<file path="src/hdl/malbo_defines.svh">
`ifndef MALBO_DEFINES_SVH
`define MALBO_DEFINES_SVH

// widths
`define MALBO_DATA_W      8
`define MALBO_FILE_AW     6
`define MALBO_BIT_W       3
// highest file register address
`define MALBO_FILE_MAX    6'h3f
// reset values
`define MALBO_WREG_RST    8'h00
`define MALBO_FLAG_RST    1'b0
// flag positions inside the flag word {z, half carry, c}
`define MALBO_FLAG_C_POS  0
`define MALBO_FLAG_HC_POS 1
`define MALBO_FLAG_Z_POS  2
// cycles from request to result
`define MALBO_OP_CYCLES   1

`endif

</file>
<file path="src/hdl/malbo_pkg.sv">
`include "malbo_defines.svh"

package malbo_pkg;

  typedef enum logic [3:0] {
    nop_op,
    add_reg_with_carry_op,
    add_reg_op,
    add_imm_with_carry_op,
    add_imm_op,
    and_reg_op,
    and_imm_op,
    bit_clear_op,
    bit_set_op
  } malbo_op_e;

  typedef logic [`MALBO_DATA_W-1:0]  malbo_data_t;
  typedef logic [`MALBO_FILE_AW-1:0] malbo_addr_t;
  typedef logic [`MALBO_BIT_W-1:0]   malbo_bit_t;

  typedef struct packed {
    malbo_op_e   op;
    malbo_addr_t addr;
    logic        dest;
    malbo_bit_t  bitsel;
    malbo_data_t imm;
    malbo_data_t file_data;
  } malbo_req_s;

  typedef struct packed {
    logic z;
    logic half_carry_flag;
    logic c;
  } malbo_flags_s;

  typedef struct packed {
    logic        en;
    malbo_addr_t addr;
    malbo_data_t data;
  } malbo_fwr_s;

endpackage

</file>
<file path="src/hdl/malbo_alu.sv">
// What this block does
// RULE1: register add with carry sums working register, file register and carry; all flags
// RULE2: destination select zero writes working register, one writes back to file register
// RULE3: register add sums working register and file register, no carry in; all flags
// RULE4: immediate add with carry sums working register, immediate, carry; all flags
// RULE5: immediate add sums working register and immediate without carry; all flags
// RULE6: register AND of working and file register, steered by destination, only Z
// RULE7: immediate AND of working register and immediate into working register
// RULE8: bit clear zeroes one file register bit, others and flags untouched
// RULE9: bit set forces chosen bit 0..7 to one, others and flags untouched
// RULE10: carry is one on carry out of bit 7, zero otherwise
// RULE11: zero flag marks a zero result; half carry is carry out of bit 3
`timescale 1ns/100ps
`include "malbo_defines.svh"

module malbo_alu (
  // clock, reset, enable
  input  wire logic                   mclk,
  input  wire logic                   rst,
  input  wire logic                   ce,
  // request from the decoder, file read data included
  input  wire logic                   req_valid,
  input  wire malbo_pkg::malbo_req_s  req,
  // architectural state
  output logic [`MALBO_DATA_W-1:0]    working_register_r,
  output malbo_pkg::malbo_flags_s     flags_r,
  // file register write-back
  output malbo_pkg::malbo_fwr_s       fwr_r,
  // one-cycle completion strobe
  output logic                        done_r
);

  function automatic logic [4:0] nib_add(input logic [3:0] a,
                                         input logic [3:0] b,
                                         input logic       ci);
    nib_add = {1'b0, a} + {1'b0, b} + {4'h0, ci};
  endfunction

  function automatic logic is_op(input malbo_pkg::malbo_op_e o,
                                 input malbo_pkg::malbo_op_e want);
    is_op = (o == want);
  endfunction

  logic [`MALBO_DATA_W-1:0] working_register_nxt;
  malbo_pkg::malbo_flags_s  flags_nxt;
  malbo_pkg::malbo_fwr_s    fwr_nxt;
  logic                     done_nxt;

  // operation class decode
  wire logic op_adcr = is_op(req.op, malbo_pkg::add_reg_with_carry_op);
  wire logic op_addr = is_op(req.op, malbo_pkg::add_reg_op);
  wire logic op_adci = is_op(req.op, malbo_pkg::add_imm_with_carry_op);
  wire logic op_addi = is_op(req.op, malbo_pkg::add_imm_op);
  wire logic op_andr = is_op(req.op, malbo_pkg::and_reg_op);
  wire logic op_andi = is_op(req.op, malbo_pkg::and_imm_op);
  wire logic op_bclr = is_op(req.op, malbo_pkg::bit_clear_op);
  wire logic op_bset = is_op(req.op, malbo_pkg::bit_set_op);

  wire logic is_add  = op_adcr | op_addr | op_adci | op_addi;
  wire logic is_and  = op_andr | op_andi;
  wire logic is_bit  = op_bclr | op_bset;
  wire logic is_imm  = op_adci | op_addi | op_andi;
  wire logic reg_arith = op_adcr | op_addr | op_andr;
  wire logic go      = req_valid & ce;

  // carry in only for the with-carry forms
  wire logic carry_in = (op_adcr | op_adci) & flags_r.c;               // [RULE1] [RULE4]

  wire logic [`MALBO_DATA_W-1:0] opb = is_imm ? req.imm : req.file_data;

  // adder split at the nibble so the half carry falls out directly
  wire logic [4:0] lo_sum = nib_add(working_register_r[3:0], opb[3:0], carry_in);
  wire logic [4:0] hi_sum = nib_add(working_register_r[7:4], opb[7:4], lo_sum[4]);
  wire logic [`MALBO_DATA_W-1:0] add_res = {hi_sum[3:0], lo_sum[3:0]}; // [RULE3] [RULE5]
  wire logic add_hc  = lo_sum[4];                                      // [RULE11]
  wire logic add_c   = hi_sum[4];                                      // [RULE10]

  wire logic [`MALBO_DATA_W-1:0] and_res = working_register_r & opb;   // [RULE6] [RULE7]

  wire logic [`MALBO_DATA_W-1:0] bit_mask = 8'h01 << req.bitsel;
  wire logic [`MALBO_DATA_W-1:0] bit_res  = op_bset ? (req.file_data | bit_mask)  // [RULE9]
                                                    : (req.file_data & ~bit_mask); // [RULE8]

  wire logic [`MALBO_DATA_W-1:0] result = is_add ? add_res :
                                          is_and ? and_res : bit_res;
  wire logic res_zero = (result == 8'h00);                             // [RULE11]

  // destination steering
  wire logic to_file = (reg_arith & req.dest) | is_bit;                // [RULE2]
  wire logic to_wreg = (reg_arith & ~req.dest) | is_imm;               // [RULE2]

  always_comb begin
    working_register_nxt = working_register_r;
    flags_nxt            = flags_r;
    fwr_nxt              = '{en: 1'b0, addr: req.addr, data: result};
    done_nxt             = 1'b0;
    if (req_valid) begin
      done_nxt   = is_add | is_and | is_bit;
      fwr_nxt.en = to_file;
      if (to_wreg) begin
        working_register_nxt = result;
      end
      if (is_add) begin
        flags_nxt = '{z: res_zero, half_carry_flag: add_hc, c: add_c}; // [RULE10]
      end else if (is_and) begin
        flags_nxt.z = res_zero;                                        // [RULE6]
      end
    end
  end

  // enable low holds every flop, reset included
  always_ff @(posedge mclk) begin
    if (ce) begin
      if (rst) begin
        working_register_r <= `MALBO_WREG_RST;
        flags_r            <= '{default: `MALBO_FLAG_RST};
        fwr_r              <= '0;
        done_r             <= 1'b0;
      end else begin
        working_register_r <= working_register_nxt;
        flags_r            <= flags_nxt;
        fwr_r              <= fwr_nxt;
        done_r             <= done_nxt;
      end
    end
  end
endmodule // malbo_alu

</file>
<file path="config.mk">
export PLATFORM = sky130hd
export DESIGN_NAME = malbo_alu
export DESIGN_NICKNAME = d
export VERILOG_FILES = /design/src/hdl/malbo_pkg.sv /design/src/hdl/malbo_alu.sv
export VERILOG_INCLUDE_DIRS = /design/src /design/src/hdl
export SDC_FILE = /design/constraint.sdc
export NUM_CORES = 1
export LEC_CHECK = 0
export BUFFER_PORTS_ARGS = -buffer_cell sky130_fd_sc_hd__buf_2
export CAP_MARGIN = 20
export CORE_UTILIZATION = 30
export DETAILED_ROUTE_END_ITERATION = 7
export PLACE_DENSITY = 0.57
export RECOVER_POWER = 25
export REMOVE_ABC_BUFFERS = 1
export SYNTH_ARGS = -nofsm -noshare
export SYNTH_HDL_FRONTEND = slang
export SYNTH_SLANG_ARGS = --single-unit
</file>
<file path="constraint.sdc">
create_clock -name mclk -period 5.2 [get_ports mclk]
set_clock_uncertainty 0.15 [all_clocks]
set_input_delay 0.26 -clock mclk [delete_from_list [all_inputs] [get_ports mclk]]
set_output_delay 0.26 -clock mclk [all_outputs]
set_load 0.03 [all_outputs]
</file>
Word level (Yosys, flattened, before mapping)
Index checks and enable logic that the tools add are counted.

Register bits after elaboration: 27. Output and inout port bits: 27. Logic and storage cells: 62.

Add/subtract/negate cells: 4. Eq/ne operators: 8. Shift operators: 1. Muxes and demuxes: 10. Bitwise operators: 22. Reductions and logical operators: 9.

Operators by type and width (count): $mux 8 (6); $and 8x8->8 (2); $eq 4x3->1 const B (4); $or 1x1->1 (13); $add 4x4->5 (2); $add 5x1->5 (2); $reduce_and 3->1 (3); $eq 4x2->1 const B (2); $logic_not 8->1 (1); $not 8->8 (1); $or 8x8->8 (1); $shl 1x3->8 const A (1); $reduce_bool 2->1 (3); $eq 4x1->1 const B (1); $eq 4x4->1 const B (1); $and 1x1->1 (3); $mux 3 (1); $reduce_bool 3->1 (1); $mux 1 (2); $mux 2 (1); $not 1->1 (2); $reduce_or 2->1 (1).

Longest topological paths before layout
Depth after elaboration: 12. Mapped depth: 20.

Least setup slack after synthesis
OpenSTA, ideal clock, no wires.

Kind: in2reg. Start point: input port req[26] in the netlist's numbering. End point: register flags_r[2] in the netlist's numbering (data pin). Setup time: 0.256 ns. Arrival: 3.613 ns. Required time: 4.794 ns. Slack: 1.181 ns. Cell stages on the path: 20. Cells stage by stage: buf_6 buf_2 and2b_2 a21oi_1 nor2_2 mux2_2 inv_1 fa_1 inv_1 fa_1 nand2_1 nand2_1 a21oi_1 fa_1 inv_1 fa_1 nand2b_1 o21ai_2 and4_1 and4_1.

Cells in the longest elaborated chain, start to end: 12. Elaborated cells on any way between the ends: 28. Classes of those cells: add/sub (4); eq/ne (7); mux (7); bitwise (9); reduce/logical (1).

Ends and longest elaborated chain: start: declaration (RTL line malbo_alu.sv:23) `input wire malbo_pkg::malbo_req_s req,`; $eq 4x2->1 / $eq 4x3->1 (equally long branches) (RTL line malbo_alu.sv:41) `is_op = (o == want);`; $or 1x1->1 (2 in a row) (RTL line malbo_alu.sv:62) `wire logic is_imm = op_adci | op_addi | op_andi;`; $mux 8 (RTL line malbo_alu.sv:69) `` wire logic [`MALBO_DATA_W-1:0] opb = is_imm ? req.imm : req.file_data; ``; $add 4x4->5 (RTL line malbo_alu.sv:36) `nib_add = {1'b0, a} + {1'b0, b} + {4'h0, ci};`; $add 5x1->5 (2 in a row) (RTL line malbo_alu.sv:36); $mux 8 (RTL line malbo_alu.sv:84) `` wire logic [`MALBO_DATA_W-1:0] result = is_add ? add_res : ``; $logic_not 8->1 (RTL line malbo_alu.sv:86) `wire logic res_zero = (result == 8'h00);`; $mux 1 (RTL line malbo_alu.sv:105) `end else if (is_and) begin`; $mux 1 (*) (RTL line malbo_alu.sv:103) `if (is_add) begin`; $mux 3 (*) (RTL line malbo_alu.sv:97) `if (req_valid) begin`; end signal: assignment (RTL line malbo_alu.sv:121) `flags_r <= flags_nxt;`; end: declaration (RTL line malbo_alu.sv:26) `output malbo_pkg::malbo_flags_s flags_r,`.

Every way passes the cells marked *; elsewhere a longest branch is shown, timed or not. The select of a mux whose other input is x is not followed. A chain may end at the register's enable or synchronous reset.

Worst setup path after layout
Start point: input port req[28] in the netlist's numbering. End point: register flags_r[2] in the netlist's numbering (data pin).

Same word-level chain as after synthesis.

==> impl_metrics.ini <==
[worst_setup_path]
cp_data_required_time_ps = 5090
critical-path-top-cell-by-count = sky130_fd_sc_hd__fa_1
path_max_fanout = 13
critical_path.reg2reg.startpoint = flags_r[0]$_SDFFCE_PP0P_
ff2ff_path_depth = 14
timing_worst_setup_path_type = primary input to flop
rrSetupSlack_ps = 1890
endpoint_kind = flop
cpMaxStageDelayCell = sky130_fd_sc_hd__fa_1
worst_setup_path_start_kind = primary input
worst_r2r_endpoint = flags_r[2]$_SDFFCE_PP0P_
timing.critical_path.arrival_ps = 3890
critPathMaxStageDelay_ps = 390
path_cells = buf_2, and2b_2, a21oi_1, nor2_2, buf_4, mux2_2, inv_1, fa_1, inv_1, fa_1, nand2_1, nand2_1, a21oi_1, fa_1, inv_1, fa_1, xor2_1, a22oi_1, and4_1, and4_1

[sta]
hold_viol = 0
timing.final.crit_period_ps = 4005
relSlewSlack = 0.2567
worst_slew_pin_slew_ps = 1115
setup_viol_count_final = 0
timing_max_transition_violations_final = 0
fin_ws_ps = 1195
fin_setup_tns_ps = 0
fmax_ghz = 0.2497
fin_crit_sh = 0.7702
fin_hold_ws_ps = 122.3
setup_repair_after_global_routing_missed_its_margin = no

[synthesis]
synth.yosys.warnings = 0
ys_dominant_reg_cell = sky130_fd_sc_hd__edfxtp_1
synthesized_area_um2 = 1982
synth_top_cells_by_area = sky130_fd_sc_hd__edfxtp_1 (41%), sky130_fd_sc_hd__ha_1 (5.1%), sky130_fd_sc_hd__mux2_2 (4.5%)
synth_largest_area_cell = sky130_fd_sc_hd__edfxtp_1
synth_enable_flop_cells = 27
synthCells = 187
avg_synthesized_cell_area_um2 = 10.60
async_flop_share = 0
synth.distinct_cells = 49
yosysTopAreaCellShare = 0.4091
yosys_register_bits = 27
synth_sequential_area_ratio = 0.4091

[place]
port-buffer-count = 60
post-dp-hpwl_mm = 3.619
postPlaceCellArea_um2 = 2311
place.gp.congestion = 0.8083
dp_worst_setup_slack_ps = 907.5

[cells_and_area]
mostFrequentLayoutCell = sky130_fd_sc_hd__buf_2
most-common-layout-cells = sky130_fd_sc_hd__buf_2 (58), sky130_fd_sc_hd__edfxtp_1 (27), sky130_fd_sc_hd__nor2_1 (20), sky130_fd_sc_hd__a21oi_1 (14)
area.growth.synth_to_final_pct = 18.75
drive_above_1_share = 0.3485
layout.nets = 288
postLayoutCellArea_um2 = 2354
num_antenna_cells = 0

[drt]
detailedRoute.firstIterationViolations = 96
via_count = 1569
detail_route.vias_per_cell = 4.934
dr_drc_count = 0
postRouteAntennaNets = 0
detail_route.wirelength_mm = 4.846
post_drt_wl_per_cell_um = 15.24
drt_pass1_iterations = 4

[clock_network]
cts_made_buffers = 3
clkLatencyLatePin_ps = 270
postCtsSetupBuffers = 0
cts.sink_count = 27
tritoncts = built
cts-root-buf = sky130_fd_sc_hd__clkbuf_8
post_cts_resize_count = 0
cts_stage_hold_buffer_count = 0
h_tree_level_count = 1
cts.clk_slew.worst_paths_ps = 90
clk_path_buf_depth = 2

[floorplanning]
ios = 61
die_height_um = 83.28
die_w_um = 83.28
floorplan.die_area_um2 = 6936
placementRows = 29
starting_utilization_of_the_core_area = 0.3121
core-area_um2 = 6350

[global_routing]
grt_max_degree = 22
overflow = 0
gr-usage-all-layers = 0.1448
first_global_vias = 1533
wire_length_of_the_first_global_routing_pass_mm = 7.879
antenna_found_initial = 0

[pwr]
peakVddDrop_uv = 100.4
total_power_uw = 566.8
p_leak_nw = 0.9872
power.density_cell_area_nw_per_um2 = 240.8

[job]
cap_violations = 0

[worst_hold_path]
holdPathEnd = fwr_r[11]$_SDFFCE_PP0P_
hold_depth = 2
startpoint_of_the_worst_hold_path = req[23]
worstHoldPathType = primary input to flop

[run_status]
result_of_the_run = finished clean
## worst max path at each step
| stage | startpoint | endpoint | slack, ps | depth (start not counted) |
|---|---|---|---|---|
| floorplan | req[28] | flags_r[2]$_SDFFCE_PP0P_ | 1410 | 18 |
| global placement | req[28] | flags_r[2]$_SDFFCE_PP0P_ | 1000 | 20 |
| detailed placement | req[28] | flags_r[2]$_SDFFCE_PP0P_ | 910 | 20 |
| CTS | req[28] | flags_r[2]$_SDFFCE_PP0P_ | 1200 | 20 |
| global route | req[28] | flags_r[2]$_SDFFCE_PP0P_ | 910 | 20 |
| finish | req[28] | flags_r[2]$_SDFFCE_PP0P_ | 1200 | 20 |
## cells by family (layout without fill, tap and decap cells)
| kind of cell | Yosys count | after routing | synth area share |
|---|---|---|---|
| AO/OA/AOI/OAI | 39 | 39 | 0.1345 |
| flip-flops | 27 | 27 | 0.4091 |
| multiplexers | 13 | 13 | 0.07071 |
| XOR/XNOR | 5 | 5 | 0.02210 |
| AND/OR/NAND/NOR | 62 | 62 | 0.1831 |
| adder cells (fa/ha/maj) | 17 | 17 | 0.1168 |
| buffers and inverters | 24 | 78 | 0.06376 |
## area by class of cell
class                      instances  area [um2]
inverter                          13       51.30
fill                             663        3996
tap                               77       96.34
timing repair buffer              61       305.3
multi-input combinational        136        1045
clock buffer                       4       45.04
sequential                        27       810.8
## cell usage after synthesis, drive strengths merged (4+ instances only)
master  count
maj3        5
buf         8
a21oi      15
nand2      12
o21a        5
mux2        8
nor3b       5
mux2i       5
edfxtp     27
o21ai       7
inv        13
fa          4
nor2       21
nor2b       7
ha          8
## power breakdown
part / total, mW / internal [mW] / switching [mW]
registers: 0.267 / 0.260 / 0.00667
clock network: 0.120 / 0.0549 / 0.0656
logic: 0.180 / 0.0676 / 0.112
total: 0.567 / 0.382 / 0.184
## state kept, by name (all words and copies together) (netlist names)
register,count
done_r,1
fwr_r,15
working_register_r,8
flags_r,3
## per-stage QoR
| step | cells | util |
|---|---|---|
| 2_1_floorplan | 176 | - |
| 3_3_place_gp | 314 | 0.3639 |
| 3_5_place_dp | 314 | 0.3639 |
| 4_1_cts | 318 | 0.3710 |
| 5_1_grt | 318 | 0.3706 |
| 6_report | 318 | 0.3706 |
## worst max-delay path, delay by kind of cell
family,cells,cell delay [ps]
fa+ha+maj,4,1170
simple gates,6,870
buf+inv,5,630
compound gates,3,490
mux,1,290
xor+xnor,1,150
## layer usage
metal  track usage  wire length, um  vias to the layer above  share of wire
met3       0.02584              260                        5          0.054
met2        0.2206             2109                       48           0.44
met4       0.03292               50                        0          0.010
met1        0.2128             2426                      741           0.50
li1              -                -                      775              -
met5             0                0                        -              0
Note: power is estimated with default switching activity, not from simulation.
